===== src/include/aimr_pkg.sv =====
// Constants for the converter interrupt mask and channel result bank.
// Assumes a 32-bit classic Wishbone slave decoded on byte addresses.
`default_nettype none
package aimr_pkg;
    localparam int unsigned NUM_CH        = 4;   // Converter channels
    localparam int unsigned DATA_W        = 10;  // Result data width
    localparam int unsigned ADDR_W        = 8;   // Byte address width
    localparam int unsigned BUS_W         = 32;
    localparam int unsigned SEL_W         = 4;
    localparam int unsigned LANE_W        = 8;
    // Register byte offsets
    localparam logic [7:0]  OFS_STATUS    = 8'h1c;
    localparam logic [7:0]  OFS_IRQ_SET   = 8'h24;
    localparam logic [7:0]  OFS_IRQ_CLR   = 8'h28;
    localparam logic [7:0]  OFS_IRQ_VIEW  = 8'h2c;
    localparam logic [7:0]  OFS_RESULT0   = 8'h30;
    localparam logic [7:0]  RESULT_STRIDE = 8'h04;
    // Field positions shared by status, set, clear and view registers
    localparam int unsigned POS_DONE      = 0;
    localparam int unsigned POS_OVR       = 8;
    localparam int unsigned POS_READY     = 16;
    localparam int unsigned POS_GOVR      = 17;
    localparam int unsigned POS_RXEND     = 18;
    localparam int unsigned POS_RXFULL    = 19;
    localparam logic [31:0] IRQ_BITS      = 32'h000f0f0f;
    localparam logic [31:0] MASK_RESET    = 32'h00000000;
    localparam logic [DATA_W-1:0] RESULT_RESET = 10'h000;
endpackage : aimr_pkg
`default_nettype wire


===== src/include/aimr_cap_if.sv =====
// Carrier between the register front end and the channel result bank.
// Assumes both ends run on the same clock and reset.
`timescale 1ns/1ns
`default_nettype none
interface aimr_cap_if #(
    parameter int unsigned NCH = aimr_pkg::NUM_CH,
    parameter int unsigned DW  = aimr_pkg::DATA_W
);
    logic [NCH-1:0]         done;    // Conversion end, one pulse per channel
    logic [NCH-1:0]         chan_en; // Channel enable levels
    logic [NCH-1:0]         clr;     // Done flag clear pulses
    logic [DW-1:0]          data;    // Value of the ending conversion
    logic [NCH-1:0]         eoc;     // Done flags
    logic [NCH-1:0][DW-1:0] result;  // Captured values

    modport ctl (
        output done,
        output chan_en,
        output clr,
        output data,
        input  eoc,
        input  result
    );

    modport bank (
        input  done,
        input  chan_en,
        input  clr,
        input  data,
        output eoc,
        output result
    );
endinterface : aimr_cap_if
`default_nettype wire


===== src/hdl/aimr_result_bank.sv =====
// Per-channel result capture and conversion done flags.
// Assumes done pulses and enables come from logic on the same clock.
`timescale 1ns/1ns
`default_nettype none
module aimr_result_bank #(
    parameter int unsigned NCH = aimr_pkg::NUM_CH,
    parameter int unsigned DW  = aimr_pkg::DATA_W
) (
    input  wire logic  i_clock,
    input  wire logic  i_rst,
    aimr_cap_if.bank   cap
);

    for (genvar k = 0; k < NCH; k++) begin : g_ch
        // Capture only for an enabled channel; otherwise hold
        always_ff @(posedge i_clock) begin
            if (i_rst) begin
                cap.result[k] <= aimr_pkg::RESULT_RESET;
            end else if (cap.done[k] && cap.chan_en[k]) begin
                cap.result[k] <= cap.data;
            end
        end

        // Done flag; a new completion wins over a clear
        always_ff @(posedge i_clock) begin
            if (i_rst) begin
                cap.eoc[k] <= 1'b0;
            end else if (!cap.chan_en[k]) begin
                cap.eoc[k] <= 1'b0;
            end else if (cap.done[k]) begin
                cap.eoc[k] <= 1'b1;
            end else if (cap.clr[k]) begin
                cap.eoc[k] <= 1'b0;
            end
        end

        property p_capture;
            @(posedge i_clock) disable iff (i_rst)
            cap.done[k] && cap.chan_en[k] |=> cap.result[k] == $past(cap.data);
        endproperty
        a_capture: assert property (p_capture)
            else $error("result not captured");

        property p_hold;
            @(posedge i_clock) disable iff (i_rst)
            !cap.done[k] |=> $stable(cap.result[k]);
        endproperty
        a_hold: assert property (p_hold)
            else $error("result changed without a conversion");

        property p_disabled;
            @(posedge i_clock) disable iff (i_rst)
            cap.done[k] && !cap.chan_en[k] |=> $stable(cap.result[k]);
        endproperty
        a_disabled: assert property (p_disabled)
            else $error("disabled channel wrote its result");

        property p_eoc_enabled;
            @(posedge i_clock) disable iff (i_rst)
            cap.eoc[k] |-> $past(cap.chan_en[k]);
        endproperty
        a_eoc_enabled: assert property (p_eoc_enabled)
            else $error("done flag set on a disabled channel");
    end

endmodule : aimr_result_bank
`default_nettype wire


===== src/hdl/aimr_regs.sv =====
// Interrupt set, clear and view registers, status and channel results.
// Assumes a classic Wishbone master and converter events on i_clock.
//
// Design decisions made here: the Wishbone interface to the registers and the address map.
`timescale 1ns/1ns
`default_nettype none

module aimr_regs #(
    parameter int unsigned NCH = aimr_pkg::NUM_CH,
    parameter int unsigned DW  = aimr_pkg::DATA_W
) (
    input  wire logic                         i_clock,
    input  wire logic                         i_rst,
    // Wishbone slave
    input  wire logic                         i_wb_cyc,
    input  wire logic                         i_wb_stb,
    input  wire logic                         i_wb_we,
    input  wire logic [aimr_pkg::ADDR_W-1:0]  i_wb_adr,
    input  wire logic [aimr_pkg::BUS_W-1:0]   i_wb_dat,
    input  wire logic [aimr_pkg::SEL_W-1:0]   i_wb_sel,
    output var  logic [aimr_pkg::BUS_W-1:0]   o_wb_dat,
    output var  logic                         o_wb_ack,
    // Converter side
    input  wire logic [NCH-1:0]               i_conv_done,
    input  wire logic [DW-1:0]                i_conv_data,
    input  wire logic [NCH-1:0]               i_chan_en,
    input  wire logic [NCH-1:0]               i_chan_overrun,
    input  wire logic                         i_global_overrun,
    input  wire logic                         i_last_data_read,
    input  wire logic                         i_rx_count_end,
    input  wire logic                         i_rx_both_empty,
    // Interrupt
    output logic                              o_irq
);

    localparam int unsigned BW = aimr_pkg::BUS_W;

    logic [BW-1:0]  mask;         // irq_enable_view contents
    logic [BW-1:0]  status;       // converter_status_reg image
    logic [BW-1:0]  rd_mux;
    logic [BW-1:0]  lane_mask;
    logic [BW-1:0]  wbits;
    logic [NCH-1:0] ovr;          // channel_overrun_flag
    logic           ready;        // result_ready_flag
    logic           govr;         // global_overrun_flag
    logic [NCH-1:0] res_hit;
    logic [NCH-1:0] next_ovr;
    logic [NCH-1:0] ovr_clr;
    logic           ready_clr;
    logic           govr_clr;
    logic           req;
    logic           first;
    logic           acc;
    logic           wr;
    logic           rd;
    logic           hit_status;
    logic           stat_rd;
    logic           stat_wr;

    aimr_cap_if #(
        .NCH (NCH),
        .DW  (DW)
    ) cap ();

    // Converter events feed the result bank directly, no extra stage
    assign cap.done    = i_conv_done;
    assign cap.chan_en = i_chan_en;
    assign cap.data    = i_conv_data;

    aimr_result_bank #(
        .NCH (NCH),
        .DW  (DW)
    ) u_bank (
        .i_clock (i_clock),
        .i_rst   (i_rst),
        .cap     (cap)
    );

    // Bus phases: first cycle latches read data, ack cycle commits
    assign req   = i_wb_cyc & i_wb_stb;
    assign first = req & ~o_wb_ack;
    assign acc   = req & o_wb_ack;
    assign wr    = acc & i_wb_we;
    assign rd    = acc & ~i_wb_we;

    // Result register decode, one word per channel
    for (genvar k = 0; k < NCH; k++) begin : g_hit
        localparam logic [7:0] OFS =
            8'(aimr_pkg::OFS_RESULT0 + aimr_pkg::RESULT_STRIDE * k);
        assign res_hit[k] = (i_wb_adr == OFS);
    end

    // Byte enables widen to a bit mask; only defined bits are writable
    for (genvar b = 0; b < aimr_pkg::SEL_W; b++) begin : g_lane
        assign lane_mask[aimr_pkg::LANE_W*b +: aimr_pkg::LANE_W] =
            {aimr_pkg::LANE_W{i_wb_sel[b]}};
    end
    assign wbits = i_wb_dat & lane_mask & aimr_pkg::IRQ_BITS;

    assign hit_status = (i_wb_adr == aimr_pkg::OFS_STATUS);
    assign stat_rd    = rd & hit_status;
    assign stat_wr    = wr & hit_status;

    // Status image; reserved bits read as zero
    always_comb begin
        status = '0;
        status[aimr_pkg::POS_DONE +: NCH] = cap.eoc;
        status[aimr_pkg::POS_OVR +: NCH]  = ovr;
        status[aimr_pkg::POS_READY]       = ready;
        status[aimr_pkg::POS_GOVR]        = govr;
        status[aimr_pkg::POS_RXEND]       = i_rx_count_end;
        status[aimr_pkg::POS_RXFULL]      = i_rx_both_empty;
    end

    // Read mux; unmapped addresses and write-only registers read zero
    always_comb begin
        rd_mux = '0;
        case (i_wb_adr)
            aimr_pkg::OFS_STATUS:   rd_mux = status;
            aimr_pkg::OFS_IRQ_VIEW: rd_mux = mask;
            default:                rd_mux = '0;
        endcase
        for (int k = 0; k < NCH; k++) begin
            if (res_hit[k]) begin
                rd_mux = BW'(cap.result[k]);
            end
        end
    end

    // Ack one cycle after the strobe, dropped the cycle after
    always_ff @(posedge i_clock) begin
        if (i_rst) begin
            o_wb_ack <= 1'b0;
        end else begin
            o_wb_ack <= first;
        end
    end

    // Read data is a snapshot taken before the ack cycle
    always_ff @(posedge i_clock) begin
        if (i_rst) begin
            o_wb_dat <= '0;
        end else if (first && !i_wb_we) begin
            o_wb_dat <= rd_mux;
        end else begin
            o_wb_dat <= '0;
        end
    end

    // Enable mask: set and clear registers act on every written one in a selected byte lane and a defined bit (IRQ_BITS), view is read-only
    always_ff @(posedge i_clock) begin
        if (i_rst) begin
            mask <= aimr_pkg::MASK_RESET;
        end else if (wr && i_wb_adr == aimr_pkg::OFS_IRQ_SET) begin
            mask <= mask | wbits;
        end else if (wr && i_wb_adr == aimr_pkg::OFS_IRQ_CLR) begin
            mask <= mask & ~wbits;
        end
    end

    // Clears only hit bits that software actually saw in the snapshot,
    // so an overrun landing between snapshot and ack is not lost
    always_comb begin
        ovr_clr   = '0;
        ready_clr = i_last_data_read;
        govr_clr  = 1'b0;
        if (stat_rd) begin
            ovr_clr  = o_wb_dat[aimr_pkg::POS_OVR +: NCH];
            govr_clr = o_wb_dat[aimr_pkg::POS_GOVR];
        end
        if (stat_wr) begin
            ovr_clr   = ovr_clr | wbits[aimr_pkg::POS_OVR +: NCH];
            govr_clr  = govr_clr | wbits[aimr_pkg::POS_GOVR];
            ready_clr = ready_clr | wbits[aimr_pkg::POS_READY];
        end
    end

    // Done flags clear on a result read or a write of one to status
    for (genvar k = 0; k < NCH; k++) begin : g_clr
        assign cap.clr[k] = (rd & res_hit[k]) |
                            (stat_wr & wbits[aimr_pkg::POS_DONE + k]);
    end

    // Sticky flags; a new event wins over a clear in the same cycle
    assign next_ovr = i_chan_overrun | (ovr & ~ovr_clr);

    always_ff @(posedge i_clock) begin
        if (i_rst) begin
            ovr <= '0;
        end else begin
            ovr <= next_ovr;
        end
    end

    always_ff @(posedge i_clock) begin
        if (i_rst) begin
            govr <= 1'b0;
        end else begin
            govr <= i_global_overrun | (govr & ~govr_clr);
        end
    end

    // Ready follows any captured result, like the last-data register
    always_ff @(posedge i_clock) begin
        if (i_rst) begin
            ready <= 1'b0;
        end else begin
            ready <= (|(i_conv_done & i_chan_en)) | (ready & ~ready_clr);
        end
    end

    // Level interrupt straight from flags, no extra latency
    assign o_irq = |(status & mask);

    property p_set;
        @(posedge i_clock) disable iff (i_rst)
        wr && i_wb_adr == aimr_pkg::OFS_IRQ_SET
        |=> mask == ($past(mask) | $past(wbits));
    endproperty
    a_set: assert property (p_set)
        else $error("set register did not add enables");

    property p_clear;
        @(posedge i_clock) disable iff (i_rst)
        wr && i_wb_adr == aimr_pkg::OFS_IRQ_CLR
        |=> mask == ($past(mask) & ~$past(wbits));
    endproperty
    a_clear: assert property (p_clear)
        else $error("clear register did not remove enables");

    property p_view;
        @(posedge i_clock) disable iff (i_rst)
        first && !i_wb_we && i_wb_adr == aimr_pkg::OFS_IRQ_VIEW
        |=> o_wb_ack && o_wb_dat == $past(mask);
    endproperty
    a_view: assert property (p_view)
        else $error("view register read wrong value");

    property p_view_ro;
        @(posedge i_clock) disable iff (i_rst)
        wr && i_wb_adr == aimr_pkg::OFS_IRQ_VIEW |=> $stable(mask);
    endproperty
    a_view_ro: assert property (p_view_ro)
        else $error("view register accepted a write");

    property p_done_gate;
        @(posedge i_clock) disable iff (i_rst)
        |(cap.eoc & mask[aimr_pkg::POS_DONE +: NCH]) |-> o_irq;
    endproperty
    a_done_gate: assert property (p_done_gate)
        else $error("enabled done flag gave no interrupt");

    property p_ovr_gate;
        @(posedge i_clock) disable iff (i_rst)
        |(ovr & mask[aimr_pkg::POS_OVR +: NCH]) |-> o_irq;
    endproperty
    a_ovr_gate: assert property (p_ovr_gate)
        else $error("enabled overrun flag gave no interrupt");

    property p_ready_gate;
        @(posedge i_clock) disable iff (i_rst)
        (ready && mask[aimr_pkg::POS_READY]) ||
        (govr && mask[aimr_pkg::POS_GOVR]) |-> o_irq;
    endproperty
    a_ready_gate: assert property (p_ready_gate)
        else $error("ready or global overrun gave no interrupt");

    property p_rx_gate;
        @(posedge i_clock) disable iff (i_rst)
        (i_rx_count_end && mask[aimr_pkg::POS_RXEND]) ||
        (i_rx_both_empty && mask[aimr_pkg::POS_RXFULL]) |-> o_irq;
    endproperty
    a_rx_gate: assert property (p_rx_gate)
        else $error("receive flag gave no interrupt");

    property p_ovr_sticky;
        @(posedge i_clock) disable iff (i_rst)
        i_chan_overrun != '0
        |=> (ovr & $past(i_chan_overrun)) == $past(i_chan_overrun);
    endproperty
    a_ovr_sticky: assert property (p_ovr_sticky)
        else $error("overrun event lost");

    property p_ovr_readclr;
        @(posedge i_clock) disable iff (i_rst)
        stat_rd && i_chan_overrun == '0
        |=> (ovr & $past(o_wb_dat[aimr_pkg::POS_OVR +: NCH])) == '0;
    endproperty
    a_ovr_readclr: assert property (p_ovr_readclr)
        else $error("status read did not clear overrun");

    // Rebuilt from the separate flags, not from the status image
    property p_irq_cause;
        @(posedge i_clock) disable iff (i_rst)
        o_irq |-> (cap.eoc & mask[aimr_pkg::POS_DONE +: NCH]) != '0 ||
                  (ovr & mask[aimr_pkg::POS_OVR +: NCH]) != '0 ||
                  (ready && mask[aimr_pkg::POS_READY]) ||
                  (govr && mask[aimr_pkg::POS_GOVR]) ||
                  (i_rx_count_end && mask[aimr_pkg::POS_RXEND]) ||
                  (i_rx_both_empty && mask[aimr_pkg::POS_RXFULL]);
    endproperty
    a_irq_cause: assert property (p_irq_cause)
        else $error("interrupt without enabled flag");

    // Looks one edge ahead, so the very first edge before any reset is not judged
    property p_reset_mask;
        @(posedge i_clock)
        i_rst |=> mask == aimr_pkg::MASK_RESET && !o_irq;
    endproperty
    a_reset_mask: assert property (p_reset_mask)
        else $error("enables not cleared by reset");

    property p_ack_once;
        @(posedge i_clock) disable iff (i_rst)
        o_wb_ack |=> !o_wb_ack;
    endproperty
    a_ack_once: assert property (p_ack_once)
        else $error("ack held longer than one cycle");

    property p_mask_quiet;
        @(posedge i_clock) disable iff (i_rst)
        !(wr && (i_wb_adr == aimr_pkg::OFS_IRQ_SET || i_wb_adr == aimr_pkg::OFS_IRQ_CLR))
        |=> $stable(mask);
    endproperty
    a_mask_quiet: assert property (p_mask_quiet)
        else $error("enables changed without a set or clear write");

    property p_ack_next;
        @(posedge i_clock) disable iff (i_rst)
        first |=> o_wb_ack;
    endproperty
    a_ack_next: assert property (p_ack_next)
        else $error("request not acknowledged in the next cycle");

endmodule : aimr_regs
`default_nettype wire


===== config.mk =====
export PLATFORM = sky130hd
export DESIGN_NAME = aimr_regs
export DESIGN_NICKNAME = d
export VERILOG_FILES = /design/src/include/aimr_pkg.sv /design/src/include/aimr_cap_if.sv /design/src/hdl/aimr_result_bank.sv /design/src/hdl/aimr_regs.sv
export SDC_FILE = /design/constraint.sdc
export NUM_CORES = 1
export LEC_CHECK = 0
export BUFFER_PORTS_ARGS = -buffer_cell sky130_fd_sc_hd__clkbuf_2
export CAP_MARGIN = 20
export CORE_ASPECT_RATIO = 1.25
export CORE_MARGIN = 5
export CORE_UTILIZATION = 47
export DETAILED_ROUTE_END_ITERATION = 12
export PLACE_DENSITY = 0.77
export SYNTH_ARGS = -nofsm -noshare
export SYNTH_HDL_FRONTEND = slang
export SYNTH_SLANG_ARGS = --single-unit

===== constraint.sdc =====
create_clock -name i_clock -period 1.5 [get_ports i_clock]
set_input_delay 0.3 -clock i_clock [delete_from_list [all_inputs] [get_ports i_clock]]
set_output_delay 0.3 -clock i_clock [all_outputs]
set_load 0.02 [all_outputs]

==> impl_metrics.tcl <==
set metrics [dict create \
    first_pass_iters 5 \
    avgSynthCellArea_um2 7.972 \
    avgRoutedWirePerCell_um 16.23 \
    synth.top_cells.by_area "dfxtp_1, nand2_1, a21oi_1, o21ai_0, buf_4" \
    comb_power_share_pct 12.0 \
    period_needed_ns 1.729 \
    drv_cap 0 \
    synth_xor_xnor_area_share_pct 0 \
    row_count 36 \
    startpoint_type "flop" \
    antenna_left 0 \
    hold_ws_ns 0.1440 \
    cts_sinks 79 \
    drive_above_1_share_pct 26.19 \
    clk_pin_slew_ns 0.08 \
    routed_wl_mm 10.71 \
    portBuffers 71 \
    yosys_warnings 0 \
    synth_top_family_by_area "simple AND/OR/NAND/NOR gates" \
    seq_power_share_pct 51.1 \
    gr-total-overflow 0 \
    synth_area_leader_cell "dfxtp_1" \
    highest-signal-layer "met4" \
    die_h_um 108.8 \
    dp_slack_ns -0.1863 \
    synth-simple-area-share_pct 25.42 \
    final-setup-viol-count 1 \
    core_mm2 0.007702 \
    p_per_area_mw_per_mm2 948.2 \
    cp.arrival_ns 1.43 \
    synthCells 460 \
    rsz0062_at_grt "yes" \
    period_share_pct 115.2 \
    worstSetupEndpointType "output pin" \
    fin_worst_skew_ns 0.008458 \
    grt_max_degree 40 \
    clk_latency_ns 0.36 \
    finalSetupTns_ns -0.2287 \
    dp_hpwl_mm 8.036 \
    ys_types 38 \
    cts_tree "built" \
    drc 0 \
    synthAdderAreaFrac_pct 0 \
    synth_seq_cells 79 \
    netSwitchingPower_mw 1.181 \
    power_mw 4.317 \
    violations "setup timing" \
    crit_fanout 2 \
    peakVddDrop_v 0.0006521 \
    htreeDepth 3 \
    die_w_um 89.01 \
    fmax_mhz 578.5 \
    tightest_slew_ns 0.7077 \
    drt_iter0_markers 239 \
    seq_area_mm2 0.001589 \
    avgViaCountPerCell 5.562 \
    instances_no_fill 660 \
    dieArea_mm2 0.009680 \
    p_leak_nw 1.867 \
    fill_cells 712 \
    status "complete, but fails checks" \
    antenna_found_initial 0 \
    hold_class "input pin to flop" \
    maxSlewViolCount 0 \
    syn_area_mm2 0.003667 \
    route.met3.wl_um 741 \
    drt-met1-wl_mm 4.336 \
    max_slew_margin_pct 52.72 \
    area_delta_synth_final_pct 24.16 \
    clkPwrFrac_pct 36.8 \
    multi_input_area_mm2 0.001923 \
    cts_root_buf "clkbuf_8" \
    hold_viol 0 \
    start_util_pct 47.61 \
    dpl.cell_count 641 \
    diodes 0 \
    cts-hold-fix-buffers 0 \
    cts_buffer_depth 2 \
    grt_first_pass_wirelength_mm 17.37 \
    cell_internal_pwr_mw 3.137 \
    synth-compound-area-share_pct 21.53 \
    grt_pass1_vias 3627 \
    grt_usage_pct 23.23 \
    synth_top_area_share_pct 43.13 \
    switching_share_pct 27.35 \
    seq_area_frac_synth_pct 43.13 \
    io_pins 109 \
    place.gp.congestion 0.8271 \
    nNetsFinal 635 \
    worstPathRequired_ns 1.20 \
    critical_path_class "flop to output pin" \
    num_vias 3671 \
    synthMuxAreaShare_pct 3.173 \
    cts_buffers 9 \
    wl_met2_mm 5.435 \
    setup_ws_ns -0.2287 \
]
==> path summary, 6_finish.rpt <==
kind                     endpoint                  from  slack (ns)  cells past startpoint
min                        ovr[2]     i_chan_overrun[2]        0.14                      3
max                         o_irq                  flop       -0.23                      4
min reg2reg  u_bank.cap.result[1]  u_bank.cap.result[1]        0.46                      2
max reg2reg                  flop              o_wb_ack        0.07                      6
==> through the flow <==
stage	util, %	area [µm²]
2_1_floorplan	-	3724
3_3_place_gp	55.64	4285
3_5_place_dp	55.64	4285
4_1_cts	58.95	4541
5_1_grt	59.11	4553
6_report	59.11	4553
==> cell type report <==
type	instances	area share, %
inverters	7	0.5771
clock inverters	7	1.594
well taps	95	2.611
flip-flops and latches	79	34.90
clock buffers	9	2.721
multi-input cells	350	42.24
repair buffers	113	15.36
==> synthesized netlist by cell type <==
| cell type | number |
|---|---|
| a41oi_1 | 2 |
| nor4_1 | 4 |
| o221ai_1 | 1 |
| or4_1 | 1 |
| nand3_1 | 5 |
| nand2b_1 | 7 |
| and2_1 | 10 |
| nor4bb_1 | 1 |
| and3_1 | 2 |
| mux2i_1 | 6 |
| inv_1 | 7 |
| buf_1 | 1 |
| nor4_4 | 1 |
| a22oi_1 | 6 |
| a311oi_1 | 7 |
| nor4b_1 | 3 |
| and4_1 | 1 |
| nor3_1 | 3 |
| nor2_1 | 18 |
| buf_4 | 17 |
| nand3b_1 | 1 |
| clkbuf_1 | 15 |
| and2_0 | 1 |
| o21ai_0 | 31 |
| dfxtp_1 | 79 |
| nand4_1 | 4 |
| and4b_1 | 2 |
| a22o_1 | 9 |
| buf_2 | 6 |
| nor4b_2 | 2 |
| a21oi_1 | 55 |
| nand2_1 | 113 |
| conb_1 | 1 |
| nor2b_1 | 15 |
| a32oi_1 | 11 |
| a221oi_1 | 3 |
| mux2_2 | 5 |
| o22ai_1 | 4 |
==> power by group through the flow <==
stage | clock [mW] | combinational (mW) | sequential (mW)
CTS | 1.62 | 0.515 | 2.21
floorplan | 0 | 0.311 | 2.24
finish | 1.59 | 0.520 | 2.21
global placement | 0 | 0.497 | 2.25
global route | 1.71 | 0.574 | 2.22
detailed placement | 0 | 0.509 | 2.25
==> critical path, cell delays in order (launching register included) <==
cell and delay (ns):
dfxtp_2 0.33, a22o_1 0.23, a221oi_2 0.21, nand3_1 0.14
clkbuf_8 0.17
==> cell usage in the layout, fill, tap and decap left out, types with 2 or more instances in the layout <==
| cell type | synthesis | final |
|---|---|---|
| a221oi_2 | 0 | 3 |
| mux2i_1 | 6 | 6 |
| nor4b_1 | 3 | 3 |
| buf_4 | 17 | 39 |
| o21ai_0 | 31 | 21 |
| buf_6 | 0 | 2 |
| clkinv_2 | 0 | 2 |
| conb_1 | 1 | 16 |
| a32oi_1 | 11 | 11 |
| nor3_1 | 3 | 3 |
| nor4b_2 | 2 | 2 |
| nor2b_1 | 15 | 15 |
| inv_1 | 7 | 7 |
| mux2_2 | 5 | 5 |
| a311oi_1 | 7 | 7 |
| o21ai_1 | 0 | 10 |
| o22ai_1 | 4 | 4 |
| nand3_1 | 5 | 5 |
| nand2b_1 | 7 | 7 |
| nand2_1 | 113 | 113 |
| nor4_1 | 4 | 4 |
| dfxtp_1 | 79 | 73 |
| nor2_1 | 18 | 18 |
| nand4_1 | 4 | 4 |
| dfxtp_2 | 0 | 6 |
| clkbuf_8 | 0 | 10 |
| and3_1 | 2 | 2 |
| a21oi_1 | 55 | 55 |
| a41oi_1 | 2 | 2 |
| a22oi_1 | 6 | 6 |
| clkinvlp_4 | 0 | 2 |
| and2_1 | 10 | 10 |
| clkbuf_2 | 0 | 70 |
| and4b_1 | 2 | 2 |
| a22o_1 | 9 | 9 |
==> repair_timing <==
item / 4_1_cts / 5_1_grt
pin swaps: 4 / 4
gates resized for setup: 11 / 15
setup endpoints to repair: 25 / 11
buffers inserted: 3 / 0
endpoints found under the hold margin: 0 / 0
==> cells by family after synthesis <==
kind of cell	Yosys count
other cells	1
flops	79
simple gates	194
buf+inv	46
mux	11
compound gates	129
==> layer usage <==
metal / vias to the layer above / global-route usage [%]
met5: - / 0
met4: 0 / 10.96
met3: 16 / 5.291
met2: 120 / 39.49
met1: 1741 / 27.32
li1: 1794 / -
Note: power is estimated with default switching activity, not from simulation.
